File: src/core/risc_pkg.sv
package risc_pkg;

    // ============================================================
    // Register offsets (printed offsets are not all multiples of four)
    localparam logic [7:0] EDGE_RATE_IDX = 8'h31;
    localparam logic [7:0] INPUT_SEL_IDX = 8'h32;
    localparam int ADDR_LSB = 2;

    // ============================================================
    // Field positions
    localparam int PIN_B_EDGE_LSB = 2;
    localparam int PIN_A_EDGE_LSB = 0;
    localparam int SEC_BUF_LSB = 6;
    localparam int PRI_BUF_LSB = 4;
    localparam int PLL_B_REF_LSB = 2;
    localparam int PLL_A_REF_LSB = 0;

    // ============================================================
    // Reset values
    localparam logic [1:0] PIN_B_EDGE_RST = 2'h0;
    localparam logic [1:0] PIN_A_EDGE_RST = 2'h0;
    localparam logic [1:0] SEC_BUF_RST = 2'h2;
    localparam logic [1:0] PRI_BUF_RST = 2'h1;
    localparam logic [1:0] PLL_B_REF_RST = 2'h1;
    localparam logic [1:0] PLL_A_REF_RST = 2'h1;

    // ============================================================
    // Codes
    localparam logic [1:0] EDGE_FAST = 2'h0;
    localparam logic [1:0] EDGE_SLOW = 2'h2;
    localparam logic [1:0] BUF_SINGLE = 2'h0;
    localparam logic [1:0] BUF_DIFF = 2'h1;
    localparam logic [1:0] BUF_XTAL = 2'h2;
    localparam logic [1:0] BUF_OFF = 2'h3;
    localparam logic [1:0] REF_AUTO = 2'h0;
    localparam logic [1:0] REF_PIN = 2'h1;
    localparam logic [1:0] REF_PRI = 2'h2;
    localparam logic [1:0] REF_SEC = 2'h3;

    // Three-level select pin
    typedef enum logic [2:0] {
        RISC_PIN_LOW = 3'b001,
        RISC_PIN_MID = 3'b010,
        RISC_PIN_HIGH = 3'b100
    } risc_pin_lvl_t;

    // Mux selection state, one-hot
    typedef enum logic [1:0] {
        RISC_SEL_PRI = 2'b01,
        RISC_SEL_SEC = 2'b10
    } risc_sel_t;

    localparam logic [1:0] AXI_OKAY = 2'h0;
    localparam logic [1:0] AXI_SLVERR = 2'h2;

endpackage : risc_pkg

File: src/core/risc_ref_mux.sv
`timescale 1ns/1ps
`default_nettype none
module risc_ref_mux (
    input wire logic i_core_clk,
    input wire logic i_sys_rst,
    input wire logic [1:0] i_choice,
    input wire logic [2:0] i_pin_lvl,
    input wire logic i_pin_low_pri,
    input wire logic i_pin_mid_auto,
    input wire logic i_pri_ok,
    output logic o_use_sec
);

    // ============================================================
    // Mode decode
    logic pin_auto;
    logic pin_pick_sec;
    logic auto_mode;
    logic force_sec;
    risc_pkg::risc_sel_t sel_r;
    risc_pkg::risc_sel_t sel_nxt;

    // Pin low picks a fixed input; mid follows the per-PLL decode
    assign pin_auto = (i_pin_lvl == risc_pkg::RISC_PIN_HIGH)
        || ((i_pin_lvl == risc_pkg::RISC_PIN_MID) && i_pin_mid_auto);
    assign pin_pick_sec = !pin_auto && !i_pin_low_pri;
    assign auto_mode = (i_choice == risc_pkg::REF_AUTO)
        || ((i_choice == risc_pkg::REF_PIN) && pin_auto);
    assign force_sec = (i_choice == risc_pkg::REF_SEC)
        || ((i_choice == risc_pkg::REF_PIN) && pin_pick_sec);

    // Auto: primary while valid, secondary otherwise, back when it recovers
    always_comb begin
        sel_nxt = risc_pkg::RISC_SEL_PRI;
        if (auto_mode) begin
            sel_nxt = i_pri_ok ? risc_pkg::RISC_SEL_PRI : risc_pkg::RISC_SEL_SEC;
        end else if (force_sec) begin
            sel_nxt = risc_pkg::RISC_SEL_SEC;
        end
    end

    // Registered so the mux select never glitches
    always_ff @(posedge i_core_clk) begin
        if (i_sys_rst) begin
            sel_r <= risc_pkg::RISC_SEL_PRI;
        end else begin
            sel_r <= sel_nxt;
        end
    end

    always_comb begin
        case (sel_r)
            risc_pkg::RISC_SEL_PRI: o_use_sec = 1'b0;
            risc_pkg::RISC_SEL_SEC: o_use_sec = 1'b1;
            default: o_use_sec = 1'b0;
        endcase
    end

endmodule : risc_ref_mux
`default_nettype wire

File: src/core/risc_top.sv
// Behaviour
// - Pin B edge rate at bits 3:2, reset 0; 0 fast, 2 slow.
// - Pin A edge rate at bits 1:0, reset 0; 0 fast, 2 slow.
// - Secondary buffer mode bits 7:6, reset 2: single, diff, crystal, off.
// - Primary buffer mode bits 5:4, reset 1: single, diff, off, off.
// - PLL B reference choice bits 3:2, reset 1: auto, pin, primary, secondary.
// - PLL B pin mode: low or mid picks secondary, high gives automatic.
// - PLL A reference choice bits 1:0, reset 1, same coding as PLL B.
// - PLL A pin mode: low picks primary, mid or high gives automatic.
//
// The AXI4-Lite slave port was left to the implementer.
`timescale 1ns/1ps
`default_nettype none
module risc_top (
    input wire logic i_core_clk,
    input wire logic i_sys_rst,
    input wire logic [31:0] i_awaddr,
    input wire logic i_awvalid,
    output logic o_awready,
    input wire logic [31:0] i_wdata,
    input wire logic [3:0] i_wstrb,
    input wire logic i_wvalid,
    output logic o_wready,
    output logic [1:0] o_bresp,
    output logic o_bvalid,
    input wire logic i_bready,
    input wire logic [31:0] i_araddr,
    input wire logic i_arvalid,
    output logic o_arready,
    output logic [31:0] o_rdata,
    output logic [1:0] o_rresp,
    output logic o_rvalid,
    input wire logic i_rready,
    input wire logic [2:0] i_reference_select_pin,
    input wire logic i_pri_valid,
    output logic [1:0] o_status_pin_b_edge_rate,
    output logic [1:0] o_status_pin_a_edge_rate,
    output logic [1:0] o_secondary_buffer_mode,
    output logic [1:0] o_primary_buffer_mode,
    output logic o_pll_a_use_sec,
    output logic o_pll_b_use_sec
);

    // ============================================================
    // Register state
    logic [1:0] pin_b_edge_r;
    logic [1:0] pin_a_edge_r;
    logic [1:0] sec_buf_r;
    logic [1:0] pri_buf_r;
    logic [1:0] pll_b_ref_r;
    logic [1:0] pll_a_ref_r;
    logic aw_held_r;
    logic w_held_r;
    logic [31:0] awaddr_r;
    logic [7:0] wbyte_r;
    logic wstrb0_r;
    logic bvalid_r;
    logic [1:0] bresp_r;
    logic rvalid_r;
    logic [31:0] rdata_r;
    logic [1:0] rresp_r;

    // ============================================================
    // Write channel: address and data taken in either order
    logic aw_take;
    logic w_take;
    logic wr_go;
    logic [31:0] wr_addr;
    logic [7:0] wr_byte;
    logic wr_lane0;
    logic wr_edge;
    logic wr_sel;
    logic wr_hit;
    logic wr_en_edge;
    logic wr_en_sel;
    logic aw_held_nxt;
    logic w_held_nxt;
    logic bvalid_nxt;

    // Take only while the registered ready is shown, so master and slave agree
    assign aw_take = i_awvalid && o_awready;
    assign w_take = i_wvalid && o_wready;
    assign wr_go = (aw_held_r || aw_take) && (w_held_r || w_take) && !bvalid_r;
    assign wr_addr = aw_held_r ? awaddr_r : i_awaddr;
    assign wr_byte = w_held_r ? wbyte_r : i_wdata[7:0];
    assign wr_lane0 = w_held_r ? wstrb0_r : i_wstrb[0];
    assign wr_edge = (wr_addr == {22'h0, risc_pkg::EDGE_RATE_IDX, 2'h0});
    assign wr_sel = (wr_addr == {22'h0, risc_pkg::INPUT_SEL_IDX, 2'h0});
    assign wr_hit = wr_edge || wr_sel;
    assign wr_en_edge = wr_go && wr_edge && wr_lane0;
    assign wr_en_sel = wr_go && wr_sel && wr_lane0;
    assign aw_held_nxt = (aw_held_r || aw_take) && !wr_go;
    assign w_held_nxt = (w_held_r || w_take) && !wr_go;
    assign bvalid_nxt = wr_go || (bvalid_r && !i_bready);

    // Hold halves until the partner arrives
    always_ff @(posedge i_core_clk) begin
        if (i_sys_rst) begin
            aw_held_r <= 1'b0;
            w_held_r <= 1'b0;
            awaddr_r <= 32'h0;
            wbyte_r <= 8'h0;
            wstrb0_r <= 1'b0;
        end else begin
            aw_held_r <= aw_held_nxt;
            w_held_r <= w_held_nxt;
            if (aw_take) begin
                awaddr_r <= i_awaddr;
            end
            if (w_take) begin
                wbyte_r <= i_wdata[7:0];
                wstrb0_r <= i_wstrb[0];
            end
        end
    end

    // Write response; unmapped addresses answer SLVERR
    always_ff @(posedge i_core_clk) begin
        if (i_sys_rst) begin
            bvalid_r <= 1'b0;
            bresp_r <= risc_pkg::AXI_OKAY;
        end else if (wr_go) begin
            bvalid_r <= 1'b1;
            bresp_r <= wr_hit ? risc_pkg::AXI_OKAY : risc_pkg::AXI_SLVERR;
        end else if (i_bready) begin
            bvalid_r <= 1'b0;
        end
    end

    // ============================================================
    // Configuration fields; upper bits of the edge register are dropped
    always_ff @(posedge i_core_clk) begin
        if (i_sys_rst) begin
            pin_b_edge_r <= risc_pkg::PIN_B_EDGE_RST;
            pin_a_edge_r <= risc_pkg::PIN_A_EDGE_RST;
        end else if (wr_en_edge) begin
            pin_b_edge_r <= wr_byte[risc_pkg::PIN_B_EDGE_LSB +: 2];
            pin_a_edge_r <= wr_byte[risc_pkg::PIN_A_EDGE_LSB +: 2];
        end
    end

    // Input selection fields, whole byte is defined
    always_ff @(posedge i_core_clk) begin
        if (i_sys_rst) begin
            sec_buf_r <= risc_pkg::SEC_BUF_RST;
            pri_buf_r <= risc_pkg::PRI_BUF_RST;
            pll_b_ref_r <= risc_pkg::PLL_B_REF_RST;
            pll_a_ref_r <= risc_pkg::PLL_A_REF_RST;
        end else if (wr_en_sel) begin
            sec_buf_r <= wr_byte[risc_pkg::SEC_BUF_LSB +: 2];
            pri_buf_r <= wr_byte[risc_pkg::PRI_BUF_LSB +: 2];
            pll_b_ref_r <= wr_byte[risc_pkg::PLL_B_REF_LSB +: 2];
            pll_a_ref_r <= wr_byte[risc_pkg::PLL_A_REF_LSB +: 2];
        end
    end

    // ============================================================
    // Read channel
    logic ar_take;
    logic rd_edge;
    logic rd_sel;
    logic [31:0] rd_edge_word;
    logic [31:0] rd_sel_word;
    logic rvalid_nxt;

    assign ar_take = i_arvalid && o_arready;
    assign rvalid_nxt = ar_take || (rvalid_r && !i_rready);
    assign rd_edge = (i_araddr == {22'h0, risc_pkg::EDGE_RATE_IDX, 2'h0});
    assign rd_sel = (i_araddr == {22'h0, risc_pkg::INPUT_SEL_IDX, 2'h0});
    // Reserved bits 7:4 and upper lanes read zero
    assign rd_edge_word = {28'h0, pin_b_edge_r, pin_a_edge_r};
    assign rd_sel_word = {24'h0, sec_buf_r, pri_buf_r, pll_b_ref_r, pll_a_ref_r};

    always_ff @(posedge i_core_clk) begin
        if (i_sys_rst) begin
            rvalid_r <= 1'b0;
            rdata_r <= 32'h0;
            rresp_r <= risc_pkg::AXI_OKAY;
        end else if (ar_take) begin
            rvalid_r <= 1'b1;
            rdata_r <= rd_edge ? rd_edge_word : (rd_sel ? rd_sel_word : 32'h0);
            rresp_r <= (rd_edge || rd_sel) ? risc_pkg::AXI_OKAY : risc_pkg::AXI_SLVERR;
        end else if (i_rready) begin
            rvalid_r <= 1'b0;
        end
    end

    // Ready lines are flops: high while a channel may accept
    always_ff @(posedge i_core_clk) begin
        if (i_sys_rst) begin
            o_awready <= 1'b0;
            o_wready <= 1'b0;
            o_arready <= 1'b0;
        end else begin
            o_awready <= !aw_held_nxt && !bvalid_nxt;
            o_wready <= !w_held_nxt && !bvalid_nxt;
            o_arready <= !rvalid_nxt;
        end
    end

    // ============================================================
    // Reference muxes; PLL A low pin means primary, PLL B mid means secondary
    logic pll_a_sec;
    logic pll_b_sec;

    risc_ref_mux u_mux_a (
        .i_core_clk(i_core_clk),
        .i_sys_rst(i_sys_rst),
        .i_choice(pll_a_ref_r),
        .i_pin_lvl(i_reference_select_pin),
        .i_pin_low_pri(1'b1),
        .i_pin_mid_auto(1'b1),
        .i_pri_ok(i_pri_valid),
        .o_use_sec(pll_a_sec)
    );

    risc_ref_mux u_mux_b (
        .i_core_clk(i_core_clk),
        .i_sys_rst(i_sys_rst),
        .i_choice(pll_b_ref_r),
        .i_pin_lvl(i_reference_select_pin),
        .i_pin_low_pri(1'b0),
        .i_pin_mid_auto(1'b0),
        .i_pri_ok(i_pri_valid),
        .o_use_sec(pll_b_sec)
    );

    // Outputs straight from flops
    always_ff @(posedge i_core_clk) begin
        if (i_sys_rst) begin
            o_pll_a_use_sec <= 1'b0;
            o_pll_b_use_sec <= 1'b0;
        end else begin
            o_pll_a_use_sec <= pll_a_sec;
            o_pll_b_use_sec <= pll_b_sec;
        end
    end

    assign o_status_pin_b_edge_rate = pin_b_edge_r;
    assign o_status_pin_a_edge_rate = pin_a_edge_r;
    assign o_secondary_buffer_mode = sec_buf_r;
    assign o_primary_buffer_mode = pri_buf_r;
    assign o_bvalid = bvalid_r;
    assign o_bresp = bresp_r;
    assign o_rvalid = rvalid_r;
    assign o_rdata = rdata_r;
    assign o_rresp = rresp_r;

    // ============================================================
    // Checks
    logic past_ok_r;
    always_ff @(posedge i_core_clk) begin
        past_ok_r <= !i_sys_rst;
    end

    a_reset_edge: assert property (@(posedge i_core_clk)
        $fell(i_sys_rst) |-> (pin_b_edge_r == 2'h0 && pin_a_edge_r == 2'h0))
        else $error("edge rate fields not zero after reset");
    a_reset_sel: assert property (@(posedge i_core_clk)
        $fell(i_sys_rst) |-> (rd_sel_word[7:0] == 8'h95))
        else $error("input select reset value wrong");
    a_write_edge: assert property (@(posedge i_core_clk) disable iff (i_sys_rst)
        wr_en_edge |=> (pin_a_edge_r == $past(wr_byte[1:0])))
        else $error("pin A edge write lost");
    a_write_pllb: assert property (@(posedge i_core_clk) disable iff (i_sys_rst)
        wr_en_sel |=> (pll_b_ref_r == $past(wr_byte[3:2]) && pri_buf_r == $past(wr_byte[5:4])))
        else $error("select field write lost");
    a_pin_b_sec: assert property (@(posedge i_core_clk) disable iff (i_sys_rst || !past_ok_r)
        (pll_b_ref_r == 2'h1 && i_reference_select_pin != 3'b100) [*2] |=> o_pll_b_use_sec)
        else $error("PLL B pin low or mid must pick secondary");
    a_pin_a_pri: assert property (@(posedge i_core_clk) disable iff (i_sys_rst || !past_ok_r)
        (pll_a_ref_r == 2'h1 && i_reference_select_pin == 3'b001) [*2] |=> !o_pll_a_use_sec)
        else $error("PLL A pin low must pick primary");
    a_auto_fall: assert property (@(posedge i_core_clk) disable iff (i_sys_rst || !past_ok_r)
        (pll_a_ref_r == 2'h0 && !i_pri_valid) [*2] |=> o_pll_a_use_sec)
        else $error("auto mode did not fall back to secondary");
    a_force_sec: assert property (@(posedge i_core_clk) disable iff (i_sys_rst || !past_ok_r)
        (pll_a_ref_r == 2'h3) [*2] |=> o_pll_a_use_sec)
        else $error("forced secondary not applied");
    a_resv_zero: assert property (@(posedge i_core_clk) disable iff (i_sys_rst)
        (rvalid_r && $rose(rvalid_r)) |-> (rdata_r[31:8] == 24'h0))
        else $error("reserved read bits not zero");
    a_force_pri: assert property (@(posedge i_core_clk) disable iff (i_sys_rst || !past_ok_r)
        (pll_b_ref_r == 2'h2) [*2] |=> !o_pll_b_use_sec)
        else $error("PLL B forced primary not applied");
    a_pin_b_auto: assert property (@(posedge i_core_clk) disable iff (i_sys_rst || !past_ok_r)
        (pll_b_ref_r == 2'h1 && i_reference_select_pin == 3'b100 && i_pri_valid) [*2]
        |=> !o_pll_b_use_sec)
        else $error("PLL B pin high must run automatic");
    a_pin_a_auto: assert property (@(posedge i_core_clk) disable iff (i_sys_rst || !past_ok_r)
        (pll_a_ref_r == 2'h1 && i_reference_select_pin == 3'b010 && !i_pri_valid) [*2]
        |=> o_pll_a_use_sec)
        else $error("PLL A pin mid must run automatic");
    a_auto_back: assert property (@(posedge i_core_clk) disable iff (i_sys_rst || !past_ok_r)
        (pll_a_ref_r == 2'h0 && i_pri_valid) [*2] |=> !o_pll_a_use_sec)
        else $error("auto mode did not return to primary");
    a_edge_hold: assert property (@(posedge i_core_clk) disable iff (i_sys_rst)
        !wr_en_edge |=> ($stable(pin_b_edge_r) && $stable(pin_a_edge_r)))
        else $error("edge rate fields changed without a write");

    c_write_sel: cover property (@(posedge i_core_clk) wr_en_sel);
    c_read_edge: cover property (@(posedge i_core_clk) ar_take && rd_edge);
    c_auto_back: cover property (@(posedge i_core_clk) o_pll_a_use_sec ##1 !o_pll_a_use_sec);
    c_bad_addr: cover property (@(posedge i_core_clk) wr_go && !wr_hit);

endmodule : risc_top
`default_nettype wire

File: config.mk
export PLATFORM = sky130hd
export DESIGN_NAME = risc_top
export DESIGN_NICKNAME = d
export VERILOG_FILES = /design/src/core/risc_pkg.sv /design/src/core/risc_ref_mux.sv /design/src/core/risc_top.sv
export SDC_FILE = /design/constraint.sdc
export NUM_CORES = 1
export LEC_CHECK = 0
export ABC_CLOCK_PERIOD_IN_PS = 3400
export BUFFER_PORTS_ARGS = -buffer_cell sky130_fd_sc_hd__buf_4
export CORE_ASPECT_RATIO = 0.5
export CORE_UTILIZATION = 52
export CTS_BUF_LIST = sky130_fd_sc_hd__clkbuf_4
export CTS_CLUSTER_SIZE = 25
export DETAILED_ROUTE_END_ITERATION = 10
export MAX_ROUTING_LAYER = met4
export PLACE_DENSITY = 0.93
export SETUP_SLACK_MARGIN = 0.1
export SLEW_MARGIN = 5
export SYNTH_ARGS = -nofsm -noshare
export SYNTH_HDL_FRONTEND = slang
export SYNTH_SLANG_ARGS = --single-unit
File: constraint.sdc
create_clock -name i_core_clk -period 3.4 [get_ports i_core_clk]
set_input_delay 1.02 -clock i_core_clk [delete_from_list [all_inputs] [get_ports i_core_clk]]
set_output_delay 1.02 -clock i_core_clk [all_outputs]
set_load 0.02 [all_outputs]
==> results of run 1 <==
## state kept, by name, summed over array words and instances, names as in the netlist, 2 cells and up
register / flops
awaddr_r: 32
o_primary_buffer_mode: 2
o_rdata: 8
o_secondary_buffer_mode: 2
o_status_pin_a_edge_rate: 2
o_status_pin_b_edge_rate: 2
pll_a_ref_r: 2
pll_b_ref_r: 2
u_mux_a.sel_r: 2
u_mux_b.sel_r: 2
wbyte_r: 8
## power by group
part           switching (mW)  total [mW]  internal (mW)
registers              0.0241       0.951          0.927
logic                   0.147       0.271          0.124
clock network           0.299       0.524          0.225
total                   0.470        1.75           1.28
## area by class of cell
type	instances	area (sq um)
fill	496	1890
multi-input combinational	299	1690
sequential	76	1520
timing repair buffer	111	833
tap	88	110
clock buffer	10	75.1
clock inverter	6	55.1
inverter	3	11.3
## Yosys cell counts (2+ instances only)
| cell | instances |
|---|---|
| or2_2 | 6 |
| a21oi_1 | 46 |
| a211oi_1 | 3 |
| buf_4 | 27 |
| xnor2_1 | 2 |
| mux2i_1 | 14 |
| nor3b_1 | 2 |
| a22oi_1 | 4 |
| nand2_1 | 90 |
| nor4_2 | 3 |
| nor3_1 | 7 |
| mux2_2 | 6 |
| clkbuf_1 | 12 |
| dfxtp_1 | 76 |
| and2_1 | 2 |
| nand4b_1 | 2 |
| buf_1 | 6 |
| a22o_1 | 4 |
| a32oi_1 | 4 |
| nand2b_1 | 8 |
| inv_1 | 3 |
| nor2b_1 | 10 |
| nor4_1 | 13 |
| nor2_1 | 26 |
| buf_2 | 2 |
| nand4_1 | 3 |
## logic make-up (layout without fill, tap and decap cells)
family                    count (synthesis)  in the layout  synth area share [%]
muxes                                    20             20                  6.10
AOI/OAI and AO/OA                        69             69                  13.6
other                                     1             26                 0.110
DFF                                      76             76                  44.7
and+or+nand+nor                         182            182                  26.5
xor gates and xnor gates                  2              2                 0.514
buffers and inverters                    50            130                  8.56
## metrics by stage
step	area (sq um)	instances	power [mW]	setup slack, ps	hold WS [ps]
final	4290	593	1.75	899	404
after global routing	4290	593	1.83	777	422
after global placement	4160	577	1.24	510	376
after floorplan	3500	425	1.15	925	373
after detailed placement	4160	577	1.24	463	385
after CTS	4290	593	1.76	907	405
## layer usage
layer  part of all wire [%]  global-route usage (%)  up-vias
met5                      0                       -        -
met4                    1.0                    6.78        0
met3                    6.8                    6.13       11
met2                     52                    42.5       98
met1                     41                    25.9     1412
li1                       -                       -     1529
## worst reg2reg max path, stage by stage (launching register included)
cell and delay (ps):
dfxtp_1 330, buf_4 200, nor4b_1 340, nand4_1 180, nor4_2 430, o2111ai_4 270, mux2_2 350
## worst paths after layout
| path | endpoint | slack, ps | cells after the start |
|---|---|---|---|
| min | o_pll_b_use_sec$_SDFF_PP0_ | 400 | 1 |
| max | pll_b_ref_r[0]$_SDFFE_PP1P_ | 900 | 6 |
| max reg2reg | pll_b_ref_r[0]$_SDFFE_PP1P_ | 1200 | 6 |
| min reg2reg | o_pll_b_use_sec$_SDFF_PP0_ | 400 | 1 |
==> reports/metrics.yaml, run 1 <==
outcome:
  status: "complete, no violations"
synth:
  syn_inst: 400
  synthTopCellsByArea: "dfxtp_1, nand2_1, a21oi_1, buf_4, mux2i_1"
  synth_area_sq_um: 3410
  ys_seq_area_share_pct: 44.7
  async_flop_share_pct: 0
  syn_area_per_cell_sq_um: 8.51
  ys_ff_latch: 76
  yosysWarnings: 0
  synthFlopType: "dfxtp_1"
  synth_enable_flop_cells: 0
  synth_top_area_cell: "dfxtp_1"
  yosys.area.top_type_share_pct: 44.7
  synth.distinct_cells: 45
grt:
  grt_max_degree: 85
  grt.overflow.total: 0
  grt_first_pass_wirelength_um: 12000
  grt_usage_pct: 23.5
  grt_pass1_vias: 2686
  antenna_found_initial: 0
clock_tree:
  postCtsHoldBufs: 0
  clock_latency_ps: 410
  cts.sinks: 76
  cts_buffer_depth: 2
  cts-buffers-inserted: 9
  root_buffer: "clkbuf_4"
  postCtsSetupBuffers: 0
  clk_pin_slew_ps: 120
  ctsResizeCount: 0
  cts_tree: "built"
  cts-htree-levels: 3
critical_path:
  arrival_ps: 2800
  critPathMaxFanout: 8
  worstPathRequired_ps: 3700
  critPathSlowestCell: "nor4_2"
  worst_path_largest_cell_delay_ps: 450
  endpoint_kind: "register"
  start_kind: "input port"
  critPathLaunch: "i_awaddr[30]"
  path_delay_family: "simple AND/OR/NAND/NOR gates"
  timing.rr.start: "aw_held_r$_SDFF_PP0_"
  worst-path-buf-inv: 1
  worstPathCellList: "buf_4 > nor4_1 > nand4_1 > nor4_2 > o2111ai_4 > mux2_2"
  worst-setup-path-type: "input port to register"
timing:
  max_slew_margin_pct: 47.8
  setup_tns_ps: 0
  timing.fmax_mhz: 400
  post-route-period-util_pct: 73.5
  period_needed_ps: 2500
  worst_slew_pin_slew_ps: 783
  fin_skew_ps: 12.0
  slew_violations: 0
  hold_viol_final: 0
  grt_setup_unrepaired: "false"
  final-setup-viol-count: 0
detailed_routing:
  wl_per_cell_um: 12.6
  first_iter_violations: 134
  via_count: 3050
  wl_um: 7490
  vias_per_cell: 5.14
  ant_nets: 0
  drc_errors: 0
  drtPass1Iterations: 4
floorplan:
  fp.dieH_um: 59.2
  core_sq_um: 6180
  die_width_um: 116
  initial_core_util_pct: 55.1
  pin_count: 162
  fp.dieArea_sq_um: 6900
  row_count: 20
pwr:
  power_density_nw_per_um2: 407
  peakVddDrop_uv: 202
  total_leakage_power_nw: 1.81
final_layout:
  nets: 611
  final_util_pct: 69.5
  area_growth_pct: 26.0
  drive_above_1_share_pct: 29.1
  final_cell_mix: "buf_4, nand2_1, dfxtp_1"
  mostFrequentLayoutCell: "buf_4"
  diodes: 0
hold_path:
  min-delay-start: "u_mux_b.sel_r[0]$_SDFF_PP1_"
  min_path_type: "register to register"
placement:
  hpwl_um: 5480
  place_congestion: 0.756
  portBuffers: 108
flow_run:
  drv_cap: 0
(Power assumes the default switching activity.)
==> inputs of run 2 (changes only) <==
Settings changed: ABC_AREA set to 1, ABC_CLOCK_PERIOD_IN_PS 3400 to 2500, CORE_UTILIZATION 52 to 49, PLACE_DENSITY 0.93 to 0.88.
Clock period 3.4 ns to 2.5 ns, I/O delays scaled along.
==> reports/metrics.yaml, run 2 <==
outcome:
  status: "complete, no violations"
final_layout:
  final_cell_mix: "nor2_1, buf_4, nand2_1"
  top_register: "awaddr_r"
  nets: 752
  layout.area.seq_sq_um: 1520
  multiInputGateArea_sq_um: 1720
  drive_above_1_share_pct: 23.5
  diodes: 0
  final_util_pct: 66.4
  largest_reg_flops: 32
  fillCellCount: 631
  area_growth_pct: 26.1
  mostFrequentLayoutCell: "nor2_1"
synth:
  muxShareOfSynthArea_pct: 0.548
  yosys.area.top_type_share_pct: 41.6
  synth_top_area_cell: "dfxtp_1"
  ys_top_cells_by_count: "nor2_1, nand2_1, dfxtp_1"
  syn_area_per_cell_sq_um: 6.83
  synth-simple-area-share_pct: 33.2
  ys_ff_latch: 76
  yosysWarnings: 0
  async_flop_share_pct: 0
  synth_top_family_by_area: "simple AND/OR/NAND/NOR gates"
  synth_enable_flop_cells: 0
  synth_compound_gate_area_share_pct: 10.7
  synthTopCellsByArea: "dfxtp_1, nor2_1, nand2_1, o21ai_0, buf_4"
  synth.distinct_cells: 30
  synthAdderAreaFrac_pct: 0
  synth_xor_xnor_area_share_pct: 0
  yosysMostFrequentCell: "nor2_1"
  ys_seq_area_share_pct: 41.6
  synthFlopType: "dfxtp_1"
  syn_inst: 535
  synth_area_sq_um: 3650
grt:
  grt_usage_pct: 22.5
  grt_first_pass_wirelength_um: 13500
  antenna_found_initial: 0
  grt_max_degree: 31
  grt_pass1_vias: 3190
  grt.overflow.total: 0
timing:
  final-setup-viol-count: 0
  period_needed_ps: 1750
  grt_setup_unrepaired: "false"
  slew_violations: 0
  timing.fmax_mhz: 573
  post-route-period-util_pct: 69.9
  fin_ws_ps: 754
  setup_tns_ps: 0
  hold_viol_final: 0
  fin_skew_ps: 11.1
critical_path:
  rr_endpoint: "o_status_pin_a_edge_rate[1]$_SDFFE_PP0P_"
  endpoint_kind: "output pin"
  critPathLaunch: "o_primary_buffer_mode[0]$_SDFFE_PP1P_"
  worstPathRequired_ps: 1750
  rr_worst_depth: 9
  worst-path-buf-inv: 1
  worst_path_largest_cell_delay_ps: 400
  cp-endpoint: "o_primary_buffer_mode[0]"
  worstPathCellList: "buf_4"
  worst-r2r-setup-slack_ps: 810
  critPathMaxFanout: 3
  arrival_ps: 1000
  critPathSlowestCell: "dfxtp_1"
  worst-setup-path-type: "register to output pin"
  cp.depth: 1
  timing.rr.start: "w_held_r$_SDFF_PP0_"
  start_kind: "register"
  path_delay_family: "flip-flops"
floorplan:
  fp.dieH_um: 63.1
  core_sq_um: 6940
  initial_core_util_pct: 52.7
  fp.dieArea_sq_um: 7830
  die_width_um: 124
  row_count: 21
  pin_count: 162
clock_tree:
  cts-buffers-inserted: 9
  postCtsSetupBuffers: 0
  cts_tree: "built"
  root_buffer: "clkbuf_4"
  postCtsHoldBufs: 0
  clock_latency_ps: 440
  cts_buffer_depth: 2
  cts.sinks: 76
  ctsResizeCount: 0
  clk_pin_slew_ps: 130
  cts-htree-levels: 3
placement:
  post-place-ws_ps: 459
  place_congestion: 0.786
  hpwl_um: 5950
  portBuffers: 108
pwr:
  peakVddDrop_uv: 309
  switching_share_pct: 28.3
  combPwrFrac_pct: 17.4
  p_seq_share_pct: 49.8
  p_int_mw: 1.89
  p_sw_mw: 0.748
  total_leakage_power_nw: 2.23
  power_density_nw_per_um2: 574
  power.share.clock_pct: 32.7
detailed_routing:
  via_count: 3472
  drtPass1Iterations: 4
  first_iter_violations: 143
  wl_per_cell_um: 10.7
  wl_um: 7880
  drc_errors: 0
  vias_per_cell: 4.70
  ant_nets: 0
hold_path:
  min_path_type: "register to register"
flow_run:
  drv_cap: 0
## run 2: cell types whose count changed in the layout (fill, tap and decap cells not counted), moves of 13 or more
| cell | before | now |
|---|---|---|
| o21ai_0 | 1 | 50 |
| nand3_1 | 1 | 25 |
| nor4_1 | 13 | 0 |
| a21oi_1 | 46 | 22 |
| inv_1 | 3 | 52 |
| nor2_1 | 26 | 128 |
## run 2: power by group through the flow
stage | Combinational (mW) | Clock, mW | Sequential (mW)
after global placement | 0.452 | 0 | 1.34
final | 0.461 | 0.865 | 1.32
after global routing | 0.526 | 0.940 | 1.33
after detailed placement | 0.462 | 0 | 1.34
after CTS | 0.464 | 0.883 | 1.32
after floorplan | 0.299 | 0 | 1.35
## run 2: cell type report
class                   count  area share, %
clock buffers               9           1.47
multi-input cells         383           37.4
clock inverters             7           2.17
inverters                  54           4.40
repair buffers            117           19.1
flip-flops and latches     76           33.0
well taps                  92           2.50
## run 2: layer usage
layer / up-vias / share of wire [%] / GRT usage [%]
met3: 7 / 7.8 / 6.07
li1: 1839 / - / -
met4: 0 / 0.72 / 7.29
met5: - / 0 / -
met2: 95 / 49 / 39.6
met1: 1531 / 42 / 24.6
## run 2: worst min-delay path by stage
stage | start | endpoint | slack, ps | depth (start not counted)
finish | u_mux_a.sel_r[0]$_SDFF_PP1_ | o_pll_a_use_sec$_SDFF_PP0_ | 400 | 1
detailed placement | u_mux_a.sel_r[0]$_SDFF_PP1_ | o_pll_a_use_sec$_SDFF_PP0_ | 380 | 1
global route | u_mux_a.sel_r[0]$_SDFF_PP1_ | o_pll_a_use_sec$_SDFF_PP0_ | 410 | 1
CTS | u_mux_a.sel_r[0]$_SDFF_PP1_ | o_pll_a_use_sec$_SDFF_PP0_ | 400 | 1
floorplan | u_mux_a.sel_r[0]$_SDFF_PP1_ | o_pll_a_use_sec$_SDFF_PP0_ | 370 | 1
global placement | u_mux_a.sel_r[0]$_SDFF_PP1_ | o_pll_a_use_sec$_SDFF_PP0_ | 370 | 1
## run 2: stage by stage
step | power [mW] | cells | hold WS, ps | instance area (sq um)
6_report | 2.64 | 738 | 396 | 4610
5_1_grt | 2.79 | 738 | 414 | 4610
4_1_cts | 2.66 | 738 | 396 | 4610
3_5_place_dp | 1.81 | 722 | 378 | 4440
3_3_place_gp | 1.79 | 722 | 370 | 4440
2_1_floorplan | 1.65 | 560 | 367 | 3750
## run 2: cells by family after synthesis
family,count (synthesis)
flops,76
mux,2
compound gates,75
buf+inv,101
simple gates,280
other cells,1
